**src/design/gsa_consts.svh**
```systemverilog
// register indices, field positions, reset values and counts for the gated acquisition control
// What this block does
// - store only while the gate condition holds
// - standard mode halts at programmed total immediately
// - no pre-trigger, no post-trigger count when gated
// - gated operation enabled by read/write parameter
// - standard mode total comes from total register
// - fifo mode runs until stopped, handed blockwise
// - gate end only on eight-word boundary
// - alignment is 8, 4 or 2 per channel
// - start delay fixed per setup
// - one channel loses 7 or 12 samples
// - two channels 3 or 6, four 2 or 3
// - pipeline lets the data delay go negative
// - only listed trigger modes may open the gate
// - external edge modes open and close the gate
// - external pulse modes need a long pulse first
// - channel level crossings open and close the gate
// - channel pulse modes need long level first
// - window enter or leave opens, opposite closes
// - window pulse modes need long transition first
`ifndef GSA_CONSTS_SVH
`define GSA_CONSTS_SVH

// ************************************************************
// parameter indices
// ************************************************************
`define GSA_IDX_TOTAL      32'h0000_2710
`define GSA_IDX_GATE_EN    32'h0003_5CF0
`define GSA_IDX_CTRL       32'h0000_0100
`define GSA_IDX_CHAN_SEL   32'h0000_0101
`define GSA_IDX_LEVEL_HI   32'h0000_0102
`define GSA_IDX_LEVEL_LO   32'h0000_0103
`define GSA_IDX_PULSE_W    32'h0000_0104
`define GSA_IDX_TRIG_MODE  32'h0000_0105
`define GSA_IDX_STATUS     32'h0000_0106
`define GSA_IDX_STORED     32'h0000_0107

// ************************************************************
// field positions
// ************************************************************
`define GSA_CTRL_START     0
`define GSA_CTRL_STOP      1
`define GSA_CTRL_FIFO      2
`define GSA_CTRL_RATE_HIGH 3
`define GSA_STS_MODE_BAD   3
`define GSA_STS_COND       4

// ************************************************************
// reset values
// ************************************************************
`define GSA_RST_TOTAL      32'h0000_1000
`define GSA_RST_LEVEL_HI   16'h0000
`define GSA_RST_LEVEL_LO   16'h0000
`define GSA_RST_PULSE_W    16'h0010

// ************************************************************
// counts
// ************************************************************
`define GSA_ALIGN_MASK     3'h7
`define GSA_LESS_1_LO      5'h07
`define GSA_LESS_1_HI      5'h0C
`define GSA_LESS_2_LO      5'h03
`define GSA_LESS_2_HI      5'h06
`define GSA_LESS_4_LO      5'h02
`define GSA_LESS_4_HI      5'h03
`define GSA_PIPE_DEPTH     8
`define GSA_BLOCK_MASK     32'h0000_0FFF

`endif

```
**src/design/gsa_pkg.sv**
```systemverilog
// types shared by the gated acquisition control
package gsa_pkg;

	typedef enum logic [2:0] {
		GSA_IDLE  = 3'h0,
		GSA_ARMED = 3'h1,
		GSA_SKIP  = 3'h2,
		GSA_REC   = 3'h3,
		GSA_ALIGN = 3'h4,
		GSA_DONE  = 3'h5
	} gsa_state_t;

	typedef enum logic [3:0] {
		GSA_EXT_RISING_GATE      = 4'h0,
		GSA_EXT_FALLING_GATE     = 4'h1,
		GSA_EXT_LONG_HIGH_GATE   = 4'h2,
		GSA_EXT_LONG_LOW_GATE    = 4'h3,
		GSA_CHAN_UP_CROSS_GATE   = 4'h4,
		GSA_CHAN_DOWN_CROSS_GATE = 4'h5,
		GSA_CHAN_LONG_ABOVE_GATE = 4'h6,
		GSA_CHAN_LONG_BELOW_GATE = 4'h7,
		GSA_CHAN_WIN_IN_GATE     = 4'h8,
		GSA_CHAN_LONG_WIN_IN     = 4'h9,
		GSA_CHAN_WIN_OUT_GATE    = 4'hA,
		GSA_CHAN_LONG_WIN_OUT    = 4'hB
	} gsa_mode_t;

	typedef enum logic [1:0] {
		GSA_CH0    = 2'h0,
		GSA_CH01   = 2'h1,
		GSA_CH02   = 2'h2,
		GSA_CH0123 = 2'h3
	} gsa_chsel_t;

endpackage

```
**src/design/gsa_gate_ctrl.sv**
```systemverilog
// gate-controlled acquisition control: gate detection, start delay, end alignment, storing
`timescale 1ns/1ns
`include "gsa_consts.svh"
module gsa_gate_ctrl (
	input  wire logic          sys_clk,
	input  wire logic          rst,
	input  wire logic          reg_wr,
	input  wire logic          reg_rd,
	input  wire logic [31:0]   reg_index,
	input  wire logic [31:0]   reg_wdata,
	output logic      [31:0]   reg_rdata,
	output logic               reg_rack,
	input  wire logic          ext_trig,
	input  wire logic          smp_valid,
	input  wire logic [15:0]   smp_data,
	output logic               smp_ready,
	output logic               out_valid,
	output logic      [15:0]   out_data,
	output logic      [31:0]   out_addr,
	output logic               out_block_end,
	input  wire logic          out_ready,
	output gsa_pkg::gsa_state_t acq_state
);
	import gsa_pkg::*;

	localparam int PIPE = `GSA_PIPE_DEPTH;

	// ************************************************************
	// helpers
	// ************************************************************
	function automatic logic [2:0] chan_words(input logic [1:0] sel);
		unique case (gsa_chsel_t'(sel))
			GSA_CH0:          chan_words = 3'h1;
			GSA_CH01, GSA_CH02: chan_words = 3'h2;
			GSA_CH0123:       chan_words = 3'h4;
		endcase
	endfunction

	function automatic logic [4:0] shortfall(input logic [1:0] sel, input logic hi);
		unique case (gsa_chsel_t'(sel))
			GSA_CH0:            shortfall = hi ? `GSA_LESS_1_HI : `GSA_LESS_1_LO;
			GSA_CH01, GSA_CH02: shortfall = hi ? `GSA_LESS_2_HI : `GSA_LESS_2_LO;
			GSA_CH0123:         shortfall = hi ? `GSA_LESS_4_HI : `GSA_LESS_4_LO;
		endcase
	endfunction

	function automatic logic is_long(input logic [3:0] m);
		is_long = (m == GSA_EXT_LONG_HIGH_GATE) || (m == GSA_EXT_LONG_LOW_GATE)
			|| (m == GSA_CHAN_LONG_ABOVE_GATE) || (m == GSA_CHAN_LONG_BELOW_GATE)
			|| (m == GSA_CHAN_LONG_WIN_IN) || (m == GSA_CHAN_LONG_WIN_OUT);
	endfunction

	// ************************************************************
	// external gate pin synchroniser
	// ************************************************************
	logic ext_meta;
	logic ext_sync;

	always_ff @(posedge sys_clk or posedge rst) begin
		if (rst) begin
			ext_meta <= 1'b0;
			ext_sync <= 1'b0;
		end else begin
			ext_meta <= ext_trig;
			ext_sync <= ext_meta;
		end
	end

	// ************************************************************
	// parameter registers
	// ************************************************************
	logic        [31:0] total_sample_count;
	logic               gated_sampling_enable;
	logic        [3:0]  trigger_mode_select;
	logic        [1:0]  chan_sel;
	logic               fifo_mode;
	logic               rate_high;
	logic signed [15:0] level_hi;
	logic signed [15:0] level_lo;
	logic        [15:0] pulse_width;
	logic        [31:0] next_total_sample_count;
	logic               next_gated_sampling_enable;
	logic        [3:0]  next_trigger_mode_select;
	logic        [1:0]  next_chan_sel;
	logic               next_fifo_mode;
	logic               next_rate_high;
	logic signed [15:0] next_level_hi;
	logic signed [15:0] next_level_lo;
	logic        [15:0] next_pulse_width;
	logic        [31:0] next_reg_rdata;
	logic               start_cmd;
	logic               stop_cmd;
	logic               mode_bad;
	logic               cond;
	logic        [31:0] stored;

	always_comb begin
		next_total_sample_count    = total_sample_count;
		next_gated_sampling_enable = gated_sampling_enable;
		next_trigger_mode_select   = trigger_mode_select;
		next_chan_sel              = chan_sel;
		next_fifo_mode             = fifo_mode;
		next_rate_high             = rate_high;
		next_level_hi              = level_hi;
		next_level_lo              = level_lo;
		next_pulse_width           = pulse_width;
		start_cmd                  = 1'b0;
		stop_cmd                   = 1'b0;
		next_reg_rdata             = 32'h0000_0000;
		if (reg_wr) begin
			case (reg_index)
				`GSA_IDX_TOTAL:     next_total_sample_count = reg_wdata;
				`GSA_IDX_GATE_EN:   next_gated_sampling_enable = reg_wdata[0];
				`GSA_IDX_TRIG_MODE: next_trigger_mode_select = reg_wdata[3:0];
				`GSA_IDX_CHAN_SEL:  next_chan_sel = reg_wdata[1:0];
				`GSA_IDX_LEVEL_HI:  next_level_hi = reg_wdata[15:0];
				`GSA_IDX_LEVEL_LO:  next_level_lo = reg_wdata[15:0];
				`GSA_IDX_PULSE_W:   next_pulse_width = reg_wdata[15:0];
				`GSA_IDX_CTRL: begin
					next_fifo_mode = reg_wdata[`GSA_CTRL_FIFO];
					next_rate_high = reg_wdata[`GSA_CTRL_RATE_HIGH];
					start_cmd      = reg_wdata[`GSA_CTRL_START];
					stop_cmd       = reg_wdata[`GSA_CTRL_STOP];
				end
				default: ;
			endcase
		end
		if (reg_rd) begin
			case (reg_index)
				`GSA_IDX_TOTAL:     next_reg_rdata = total_sample_count;
				`GSA_IDX_GATE_EN:   next_reg_rdata = {31'h0, gated_sampling_enable};
				`GSA_IDX_TRIG_MODE: next_reg_rdata = {28'h0, trigger_mode_select};
				`GSA_IDX_CHAN_SEL:  next_reg_rdata = {30'h0, chan_sel};
				`GSA_IDX_LEVEL_HI:  next_reg_rdata = {16'h0, level_hi};
				`GSA_IDX_LEVEL_LO:  next_reg_rdata = {16'h0, level_lo};
				`GSA_IDX_PULSE_W:   next_reg_rdata = {16'h0, pulse_width};
				`GSA_IDX_CTRL:      next_reg_rdata = {28'h0, rate_high, fifo_mode, 2'h0};
				`GSA_IDX_STATUS:    next_reg_rdata = {27'h0, cond, mode_bad, acq_state};
				`GSA_IDX_STORED:    next_reg_rdata = stored;
				default:            next_reg_rdata = 32'h0000_0000;
			endcase
		end
	end

	always_ff @(posedge sys_clk or posedge rst) begin
		if (rst) begin
			total_sample_count    <= `GSA_RST_TOTAL;
			gated_sampling_enable <= 1'b0;
			trigger_mode_select   <= 4'h0;
			chan_sel              <= 2'h0;
			fifo_mode             <= 1'b0;
			rate_high             <= 1'b0;
			level_hi              <= `GSA_RST_LEVEL_HI;
			level_lo              <= `GSA_RST_LEVEL_LO;
			pulse_width           <= `GSA_RST_PULSE_W;
			reg_rdata             <= 32'h0000_0000;
			reg_rack              <= 1'b0;
		end else begin
			total_sample_count    <= next_total_sample_count;
			gated_sampling_enable <= next_gated_sampling_enable;
			trigger_mode_select   <= next_trigger_mode_select;
			chan_sel              <= next_chan_sel;
			fifo_mode             <= next_fifo_mode;
			rate_high             <= next_rate_high;
			level_hi              <= next_level_hi;
			level_lo              <= next_level_lo;
			pulse_width           <= next_pulse_width;
			reg_rdata             <= next_reg_rdata;
			reg_rack              <= reg_rd;
		end
	end

	// ************************************************************
	// gate condition
	// ************************************************************
	logic [2:0]  slot;
	logic        accept;
	logic        eval;
	logic        above;
	logic        inwin;
	logic        cond_prev;
	logic [15:0] pw_cnt;
	logic        start_hit;
	logic        gate_cond;
	logic        next_cond_prev;
	logic [15:0] next_pw_cnt;

	always_comb begin
		accept   = smp_valid & smp_ready;
		eval     = accept && (slot == 3'h0);
		above    = $signed(smp_data) > level_hi;
		inwin    = ($signed(smp_data) <= level_hi) && ($signed(smp_data) >= level_lo);
		mode_bad = 1'b0;
		case (trigger_mode_select)
			GSA_EXT_RISING_GATE, GSA_EXT_LONG_HIGH_GATE:     cond = ext_sync;
			GSA_EXT_FALLING_GATE, GSA_EXT_LONG_LOW_GATE:     cond = ~ext_sync;
			GSA_CHAN_UP_CROSS_GATE, GSA_CHAN_LONG_ABOVE_GATE: cond = above;
			GSA_CHAN_DOWN_CROSS_GATE, GSA_CHAN_LONG_BELOW_GATE: cond = ~above;
			GSA_CHAN_WIN_IN_GATE, GSA_CHAN_LONG_WIN_IN:      cond = inwin;
			GSA_CHAN_WIN_OUT_GATE, GSA_CHAN_LONG_WIN_OUT:    cond = ~inwin;
			default: begin
				cond     = 1'b0;
				mode_bad = 1'b1;
			end
		endcase
		// edge modes need a fresh transition, pulse modes a held level
		start_hit = !gated_sampling_enable || (is_long(trigger_mode_select)
			? (cond && (pw_cnt > pulse_width)) : (cond && !cond_prev));
		gate_cond = !gated_sampling_enable || cond;
		next_cond_prev = cond_prev;
		next_pw_cnt    = pw_cnt;
		if (start_cmd) begin
			next_cond_prev = 1'b1;
			next_pw_cnt    = 16'h0000;
		end else if (eval) begin
			next_cond_prev = cond;
			if (!cond) begin
				next_pw_cnt = 16'h0000;
			end else if (pw_cnt != 16'hFFFF) begin
				next_pw_cnt = pw_cnt + 16'h0001;
			end
		end
	end

	always_ff @(posedge sys_clk or posedge rst) begin
		if (rst) begin
			cond_prev <= 1'b1;
			pw_cnt    <= 16'h0000;
		end else begin
			cond_prev <= next_cond_prev;
			pw_cnt    <= next_pw_cnt;
		end
	end

	// ************************************************************
	// acquisition sequencer
	// ************************************************************
	logic [15:0] hist [0:PIPE-1];
	logic [15:0] next_hist [0:PIPE-1];
	gsa_state_t  next_state;
	logic [31:0] next_stored;
	logic [7:0]  skip_cnt;
	logic [7:0]  next_skip;
	logic [2:0]  next_slot;
	logic        store_now;
	logic        limit_hit;
	logic        blk_end;

	always_comb begin
		next_state  = acq_state;
		next_stored = stored;
		next_skip   = skip_cnt;
		next_slot   = slot;
		store_now   = 1'b0;
		// the stored word trails the live one, so the trigger itself can land in memory
		for (int i = 0; i < PIPE; i++) begin
			next_hist[i] = hist[i];
		end
		if (accept) begin
			next_hist[0] = smp_data;
			for (int i = 1; i < PIPE; i++) begin
				next_hist[i] = hist[i-1];
			end
			next_slot = (slot == chan_words(chan_sel) - 3'h1) ? 3'h0 : slot + 3'h1;
		end
		limit_hit = !fifo_mode && (stored + 32'h1 == total_sample_count);
		unique case (acq_state)
			GSA_IDLE, GSA_DONE: ;
			GSA_ARMED: begin
				if (eval && start_hit) begin
					// fixed loss per setup, the trigger word counts as the first
					next_state = GSA_SKIP;
					next_skip  = 8'(shortfall(chan_sel, rate_high) * chan_words(chan_sel)) - 8'h1;
				end
			end
			GSA_SKIP: begin
				if (eval && !gate_cond) begin
					next_state = GSA_ARMED;
				end else if (accept) begin
					if (skip_cnt == 8'h1) begin
						next_state = GSA_REC;
					end else begin
						next_skip = skip_cnt - 8'h1;
					end
				end
			end
			GSA_REC: begin
				if (eval && !gate_cond && (stored[2:0] == 3'h0)) begin
					next_state = GSA_ARMED;
				end else if (accept) begin
					store_now   = 1'b1;
					next_stored = stored + 32'h1;
					if (limit_hit) begin
						next_state = GSA_DONE;
					end else if (eval && !gate_cond) begin
						next_state = ((next_stored[2:0] & `GSA_ALIGN_MASK) == 3'h0)
							? GSA_ARMED : GSA_ALIGN;
					end
				end
			end
			GSA_ALIGN: begin
				if (accept) begin
					// boundary counts words of all channels: 8, 4 or 2 per channel
					store_now   = 1'b1;
					next_stored = stored + 32'h1;
					if (limit_hit) begin
						next_state = GSA_DONE;
					end else if ((next_stored[2:0] & `GSA_ALIGN_MASK) == 3'h0) begin
						next_state = GSA_ARMED;
					end
				end
			end
		endcase
		if (start_cmd && (acq_state == GSA_IDLE || acq_state == GSA_DONE)) begin
			next_state  = GSA_ARMED;
			next_stored = 32'h0;
			next_slot   = 3'h0;
		end
		if (stop_cmd) begin
			next_state = GSA_IDLE;
		end
		blk_end = fifo_mode && ((stored & `GSA_BLOCK_MASK) == `GSA_BLOCK_MASK);
	end

	always_ff @(posedge sys_clk or posedge rst) begin
		if (rst) begin
			acq_state <= GSA_IDLE;
			stored    <= 32'h0;
			skip_cnt  <= 8'h0;
			slot      <= 3'h0;
			for (int i = 0; i < PIPE; i++) begin
				hist[i] <= 16'h0000;
			end
		end else begin
			acq_state <= next_state;
			stored    <= next_stored;
			skip_cnt  <= next_skip;
			slot      <= next_slot;
			for (int i = 0; i < PIPE; i++) begin
				hist[i] <= next_hist[i];
			end
		end
	end

	// ************************************************************
	// output buffer; a stall stops sample intake, nothing is lost
	// ************************************************************
	gsa_skid #(.WIDTH(49)) u_skid (
		.sys_clk   (sys_clk),
		.rst       (rst),
		.in_valid  (store_now),
		.in_data   ({blk_end, stored, hist[PIPE-1]}),
		.in_ready  (smp_ready),
		.out_valid (out_valid),
		.out_data  ({out_block_end, out_addr, out_data}),
		.out_ready (out_ready)
	);
endmodule

```
**src/design/gsa_skid.sv**
```systemverilog
// two-entry skid buffer between the acquisition control and the memory writer
`timescale 1ns/1ns
module gsa_skid #(
	parameter int WIDTH = 49
) (
	input  wire logic             sys_clk,
	input  wire logic             rst,
	input  wire logic             in_valid,
	input  wire logic [WIDTH-1:0] in_data,
	output logic                  in_ready,
	output logic                  out_valid,
	output logic      [WIDTH-1:0] out_data,
	input  wire logic             out_ready
);

	logic             skid_valid;
	logic [WIDTH-1:0] skid_data;
	logic             next_skid_valid;
	logic [WIDTH-1:0] next_skid_data;
	logic             next_out_valid;
	logic [WIDTH-1:0] next_out_data;
	logic             accept;

	// ************************************************************
	// next values
	// ************************************************************
	// ready is registered, so the second entry catches the word in flight
	always_comb begin
		accept          = in_valid & in_ready;
		next_skid_valid = skid_valid;
		next_skid_data  = skid_data;
		next_out_valid  = out_valid;
		next_out_data   = out_data;
		if (!out_valid || out_ready) begin
			if (skid_valid) begin
				next_out_valid  = 1'b1;
				next_out_data   = skid_data;
				next_skid_valid = 1'b0;
			end else begin
				next_out_valid = accept;
				if (accept) begin
					next_out_data = in_data;
				end
			end
		end else if (accept) begin
			next_skid_valid = 1'b1;
			next_skid_data  = in_data;
		end
	end

	always_ff @(posedge sys_clk or posedge rst) begin
		if (rst) begin
			skid_valid <= 1'b0;
			skid_data  <= '0;
			out_valid  <= 1'b0;
			out_data   <= '0;
			in_ready   <= 1'b0;
		end else begin
			skid_valid <= next_skid_valid;
			skid_data  <= next_skid_data;
			out_valid  <= next_out_valid;
			out_data   <= next_out_data;
			in_ready   <= ~next_skid_valid;
		end
	end
endmodule

```
**config.mk**
```make
export PLATFORM = sky130hd
export DESIGN_NAME = gsa_gate_ctrl
export DESIGN_NICKNAME = d
export VERILOG_FILES = /design/src/design/gsa_pkg.sv /design/src/design/gsa_gate_ctrl.sv /design/src/design/gsa_skid.sv
export VERILOG_INCLUDE_DIRS = /design/src /design/src/design
export SDC_FILE = /design/constraint.sdc
export NUM_CORES = 1
export LEC_CHECK = 0
export BUFFER_PORTS_ARGS = -buffer_cell sky130_fd_sc_hd__buf_2
export CORE_AREA = 10 10 240 197
export DETAILED_ROUTE_END_ITERATION = 10
export DIE_AREA = 0 0 250 207
export HOLD_SLACK_MARGIN = 0.05
export PLACE_DENSITY = 0.68
export SLEW_MARGIN = 20
export SYNTH_ARGS = -nofsm -noshare
export SYNTH_HDL_FRONTEND = slang
export SYNTH_SLANG_ARGS = --single-unit
```
**constraint.sdc**
```tcl
create_clock -name sys_clk -period 20.3 [get_ports sys_clk]
set_input_delay 3.045 -clock sys_clk [delete_from_list [all_inputs] [get_ports sys_clk]]
set_output_delay 3.045 -clock sys_clk [all_outputs]
set_load 0.1 [all_outputs]
```
==> reports/qor.yml, run 1 <==
status: "completed"
fin_crit_ps: 6400
cpMostUsedCell: "mux2_2"
grt_use_met1_pct: 32.2
post-route-period-util_pct: 31.5
fp-row-count: 68
detail_route.iter0.violations: 1717
grt_use_met2_pct: 33.0
hpwl_um: 42100
syn_to_final_growth_pct: 13.6
ios: 174
postCtsSetupRepairBufs: 0
clockBufferDepth: 3
grt_pass1_vias: 16230
post-synth-top-count-cell: "nand2_1"
viasPerCell: 5.80
final_hold_viol_count: 0
synth_compound_area_share_pct: 10.4
nNetsFinal: 2413
yosys_warnings: 0
core_sq_um: 42500
internal_power_uw: 1670
p_seq_share_pct: 41.3
synthSimpleGateAreaFrac_pct: 17.4
clkTransAtPathRegs_ps: 60
rsz0062_at_grt: "false"
place_inst: 2767
synth_edf_count: 0
cts_root_buffer: "clkbuf_16"
ys_seq_elements: 416
use_met3_pct: 5.13
relSlewSlack_pct: 31.5
route.detailed.drc: 0
maxCapViolCount: 0
final_max_slew_viol_count: 0
die_y_um: 207
finClkSkew_ps: 32.4
grt_overflow_total: 0
cts_tree: "built"
wl_per_cell_um: 21.0
cp-start-kind: "input pin"
crit_fanout: 49
synth.area.top_cells: "dfrtp_1 (49%), mux2_2 (9.9%), nand2_1 (8.9%)"
place_congestion: 0.907
synth_cell_types: 83
async_reset_ff_share_pct: 100
p_comb_share_pct: 27.4
cp_slowest_cell: "buf_4"
synth.mux.area_fraction_pct: 11.1
p_clk_share_pct: 31.3
cts_sinks: 416
multi_input_area_sq_um: 9740
critPathArrivalTime_ps: 6870
synth_top_family_by_area: "simple AND/OR/NAND/NOR gates"
worst_pin_slew_ps: 1030
path_delay_family: "compound AO/OA/AOI/OAI gates"
gr-usage-all-layers_pct: 22.5
max_stage_delay_ps: 600
setup_violations: 0
irDropWorstVdd_v: 0.0000674
synth_nets: 2292
synth-xor-area-share_pct: 2.89
seq_area_frac_synth_pct: 49.7
regArea_sq_um: 10400
fillers: 3721
fin_hold_ws_ps: 346
postCtsHoldBufs: 0
netlist_instances: 2133
endpoint_kind: "flop"
worst-path-buf-inv: 2
grt_max_degree: 129
synth_area_per_cell_sq_um: 9.82
busiest_layer: "met2"
instances_no_fill: 2849
insertion_delay_ps: 610
cp_data_required_time_ps: 20770
wl_um: 59800
switching_power_uw: 994
design_area_sq_um: 23800
vias: 16511
fmax_ghz: 0.156
path_cells: "buf_2, ha_1, a41o_1, a21oi_1, nor3_1, a2111oi_0, mux2_2, a211o_1, and3_4, a31o_2, a211oi_4, buf_4, mux2_2"
leakagePower_uw: 0.0111
ctsResizeCount: 0
htreeDepth: 2
synth_top_area_share_pct: 49.3
die_width_um: 250
antenna_left: 0
portBuffers: 173
switching_share_pct: 37.3
start_util_pct: 49.3
antenna_found_initial: 5
drive_above_1_share_pct: 21.4
cts_buffers: 44
synth_fa_ha_area_share_pct: 4.37
cellPowerDensity_nw_per_um2: 112
synth_commonest_cells: "nand2_1 (498), dfrtp_1 (413), mux2_2 (184), nor2_1 (115), clkbuf_1 (98)"
yosys.area.top_type: "dfrtp_1"
synth.cell_area_sq_um: 20900
fin_tns_setup_ps: 0
dieArea_sq_um: 51800
critical_path_class: "in2reg"
placed_cell_area_sq_um: 22300
grt_pass1_wl_um: 94100
hp-class: "reg2reg"
dr.pass1.iters: 8
ys.flop_type: "dfrtp_1"
## placed cells by master, fill, tap and decap left out, drive strengths merged, types with 8 or more instances in the layout
master / count
a21oi: 68
dfrtp: 413
a21o: 11
o211ai: 10
nand4: 31
clkbuf: 62
o2111ai: 17
o22ai: 8
a22oi: 44
and2: 12
nor4: 26
nor2b: 8
nor3: 33
or3: 11
inv: 102
nor2: 117
nand3: 36
ha: 70
mux2: 196
xor2: 23
and3: 10
buf: 199
a222oi: 17
xnor2: 46
a31oi: 17
nand2: 498
mux2i: 12
o21ai: 80
## sequential cells by signal, indices dropped and copies added, names as in the netlist, 2 cells and up
name	flops
slot	3
hist	128
trigger_mode_select	4
stored	32
level_hi	16
pulse_width	16
skip_cnt	8
u_skid.out_data	49
total_sample_count	32
u_skid.skid_data	49
chan_sel	2
level_lo	16
acq_state	3
reg_rdata	32
pw_cnt	16
## routing by layer
layer  vias up  share of wire (%)
met5         -              0.022
met4         2                2.8
met3        83                8.1
met2       653                 43
met1      8135                 46
li1       7638                  -
## power groups by stage
stage	Combinational, uW	Sequential, uW	Clock [uW]
CTS	728	1100	848
detailed placement	725	1110	0
floorplan	370	1280	0
global placement	713	1100	0
finish	730	1100	834
global route	787	1120	884
## kinds of logic after synthesis
group	count (synthesis)
AOI/OAI and AO/OA	324
buffers and inverters	222
muxes	208
DFF	416
xor gates and xnor gates	69
adders and majority gates	72
and+or+nand+nor	822
## final timing paths
path,startpoint,to,cells past startpoint,slack [ps]
worst max-delay path,smp_data[7],u_skid.skid_data[15]$_DFFE_PP0P_,13,13900
worst min-delay path,ext_meta$_DFF_PP0_,ext_sync$_DFF_PP0_,0,350
min in group asynchronous,rst,hist[65]$_DFFE_PP0P_,2,2670
max in group asynchronous,rst,reg_rdata[16]$_DFF_PP0_,3,16070
worst max register to register,level_lo[13]$_DFFE_PP0P_,u_skid.skid_data[15]$_DFFE_PP0P_,13,16010
worst min register to register,ext_meta$_DFF_PP0_,ext_sync$_DFF_PP0_,0,350
## final cells by class
| cell class | instances | share of cell area, % |
|---|---|---|
| Inverter | 98 | 1.58 |
| Tap cell | 560 | 2.95 |
| Clock buffer | 62 | 5.25 |
| Multi-Input combinational cell | 1495 | 41.0 |
| Clock inverter | 17 | 0.984 |
| Timing Repair Buffer | 199 | 4.48 |
| Antenna cell | 2 | 0.0210 |
| Sequential cell | 416 | 43.8 |
## metrics by stage
| step | utilization (%) | worst slack [ps] | power, uW |
|---|---|---|---|
| 6_report | 56.0 | 13900 | 2660 |
| 5_1_grt | 56.0 | 13740 | 2790 |
| 4_1_cts | 56.0 | 13920 | 2670 |
| 3_5_place_dp | 52.5 | 13320 | 1840 |
| 3_3_place_gp | 52.5 | 13410 | 1810 |
| 2_1_floorplan | - | 5680 | 1650 |
Note: power is estimated with default switching activity, not from simulation.
==> run 2: changes to the inputs <==
--- a/config.mk
+++ b/config.mk
@@ -11,7 +11,7 @@
 export DETAILED_ROUTE_END_ITERATION = 10
 export DIE_AREA = 0 0 250 207
 export HOLD_SLACK_MARGIN = 0.05
-export PLACE_DENSITY = 0.68
+export PLACE_DENSITY = 0.71
 export SLEW_MARGIN = 20
 export SYNTH_ARGS = -nofsm -noshare
 export SYNTH_HDL_FRONTEND = slang
==> constraint.sdc (replaced) <==
create_clock -name sys_clk -period 5.13 [get_ports sys_clk]
set_input_delay 0.7695 -clock sys_clk [delete_from_list [all_inputs] [get_ports sys_clk]]
set_output_delay 0.7695 -clock sys_clk [all_outputs]
set_load 0.1 [all_outputs]
==> run 2 against run 1 <==
- non-clock buffer count up 12
- cell count is 0.35% higher
- setup slack got worse by 13000 ps
- first-iteration DRC count is 1.6% lower
- sequential share of layout area is 0.13 points lower
==> reports/qor.yml, run 2 (synthesized netlist as in run 1, its figures left out) <==
grt_use_met2_pct: 33.3  # +0.32 points
grt_pass1_vias: 16538  # +1.9%
layout_common_cells: "nand2_1 (497), dfrtp_1 (412), mux2_2 (184), buf_2 (173), nor2_1 (114)"
htreeDepth: 2  # unchanged
start_util_pct: 49.3  # unchanged
rsz0062_at_grt: "false"
p_seq_share_pct: 41.4  # about the same
reg2reg_from: "stored[1]$_DFFE_PP0P_"
p_clk_share_pct: 30.2  # -1.1 points
setup_violations: 0  # unchanged
route.detailed.drc: 0  # unchanged
fin_crit_ps: 4170
grt_overflow_total: 0  # unchanged
busiest_layer: "met2"
dp_slack_ps: 771  # -12550 ps
ctsResizeCount: 0  # unchanged
antenna_left: 0  # unchanged
critical_path_class: "reg2reg"
fmax_ghz: 0.240
hp-class: "in2reg"
vias: 16686  # +1.1%
ios: 174  # unchanged
final_hold_viol_count: 0  # unchanged
maxCapViolCount: 0  # unchanged
postCtsSetupRepairBufs: 0  # unchanged
clkTransAtPathRegs_ps: 60  # about the same
grt_pass1_wl_um: 94800  # +0.79%
portBuffers: 173  # unchanged
internal_power_uw: 6550  # +290%
antenna_found_initial: 3  # -2
cellPowerDensity_nw_per_um2: 438  # +290%
finClkSkew_ps: 29.7  # -2.70 ps
cp-start-kind: "flop"
cts_sinks: 416  # unchanged
r2r_slack_ps: 960  # -15050 ps
detail_route.iter0.violations: 1690  # -1.6%
holdPathEnd: "ext_meta$_DFF_PP0_"
dieArea_sq_um: 51800  # unchanged
worst_pin_slew_ps: 1060  # +33.6 ps
p_comb_share_pct: 28.4  # +1.0 points
place_congestion: 0.933  # +2.9%
min_from: "ext_trig"
core_sq_um: 42500  # unchanged
largest_register_ffs: 128  # unchanged
die_width_um: 250  # unchanged
gr-usage-all-layers_pct: 22.4  # -0.10 points
min_path_cells: 1  # +1
reg_top3: "hist (128), u_skid.out_data (49), u_skid.skid_data (49)"
fillers: 3660  # -1.6%
top_register: "hist"
syn_to_final_growth_pct: 13.9
rr_worst_depth: 11  # -2
switching_share_pct: 37.3  # about the same
viasPerCell: 5.84  # +0.71%
critPathArrivalTime_ps: 4680  # -2190 ps
reg2reg_to: "acq_state[2]$_DFFE_PP0P_"
cts_buffers: 43  # -2.3%
final_common_cell: "nand2_1"
status: "completed"
cts_tree: "built"
fp-row-count: 68  # unchanged
postCtsHoldBufs: 0  # unchanged
wl_um: 59500  # -0.53%
drive_above_1_share_pct: 21.6  # +0.25 points
grt_use_met1_pct: 31.5  # -0.72 points
cts_root_buffer: "clkbuf_16"
use_met3_pct: 5.38  # +0.25 points
insertion_delay_ps: 590  # -20 ps
endpoint_kind: "flop"
setup_ws_ps: 957  # -12940 ps
cp_data_required_time_ps: 5630  # -15140 ps
crit_fanout: 8  # -84%
final_max_slew_viol_count: 0  # unchanged
relSlewSlack_pct: 29.2  # -2.2 points
leakagePower_uw: 0.0112  # +0.29%
wl_per_cell_um: 20.8  # -0.88%
post-route-period-util_pct: 81.4
fin_hold_ws_ps: 289  # -57.3 ps
switching_power_uw: 3890  # +290%
irDropWorstVdd_v: 0.000280  # +320%
hpwl_um: 42500  # +1.0%
die_y_um: 207  # unchanged
dr.pass1.iters: 7  # -1
grt_max_degree: 135  # +4.7%
clockBufferDepth: 3  # unchanged
nNetsFinal: 2424  # +0.46%
[run 2: per-layer routing]
metal,wire length (um),up-vias
met3,5190,99
met4,1860,2
li1,-,7649
met5,7,-
met1,26400,8302
met2,26100,634
[run 2: power by group through the flow]
stage	registers (uW)	logic [uW]	clock network, uW
floorplan	5050	1470	0
global placement	4340	2880	0
detailed placement	4370	2940	0
CTS	4320	2950	3200
global route	4400	3190	3330
finish	4330	2970	3150
[run 2: worst max-delay path, cell delays in order (launching register included)]
cell and delay, ps:
dfrtp_1 560, ha_1 420, nand3_2 210, nor4_1 820, nand2_1 330, or3_1 440
nor3_1 230, o2111ai_1 150, nor2_2 300, o31ai_2 140, a21oi_1 260, mux2i_1 220
[run 2: area by class of cell]
cell class	instances	area (sq um)	share of cell area [%]
clock buffers	68	1290	5.41
diodes	1	2.50	0.0105
multi-input cells	1495	9740	40.8
inverters	98	372	1.56
clock inverters	10	124	0.519
repair buffers	211	1210	5.09
flip-flops and latches	416	10400	43.7
well taps	560	701	2.94
[run 2: how the worst max path moves through the flow]
| stage | cells past startpoint | endpoint | slack [ps] | startpoint |
|---|---|---|---|---|
| detailed placement | 13 | u_skid.skid_data[33]$_DFFE_PP0P_ | 770 | smp_data[7] |
| finish | 11 | acq_state[2]$_DFFE_PP0P_ | 960 | stored[1]$_DFFE_PP0P_ |
| global route | 10 | acq_state[2]$_DFFE_PP0P_ | 610 | stored[2]$_DFFE_PP0P_ |
| floorplan | 1 | acq_state[0]$_DFFE_PP0P_ | -1250 | rst |
| global placement | 13 | u_skid.skid_data[11]$_DFFE_PP0P_ | 750 | smp_data[1] |
| CTS | 11 | acq_state[2]$_DFFE_PP0P_ | 1090 | stored[1]$_DFFE_PP0P_ |
[run 2: metrics by stage]
stage | total power [uW] | utilization (%) | setup TNS [ps] | cell area [sq um] | instances
4_1_cts | 10500 | 56.2 | 0 | 23900 | 2858
3_3_place_gp | 7210 | 52.9 | 0 | 22400 | 2780
5_1_grt | 10900 | 56.2 | 0 | 23900 | 2859
6_report | 10400 | 56.2 | 0 | 23900 | 2859
2_1_floorplan | 6520 | - | -514850 | 20900 | 2133
3_5_place_dp | 7310 | 52.9 | 0 | 22400 | 2780
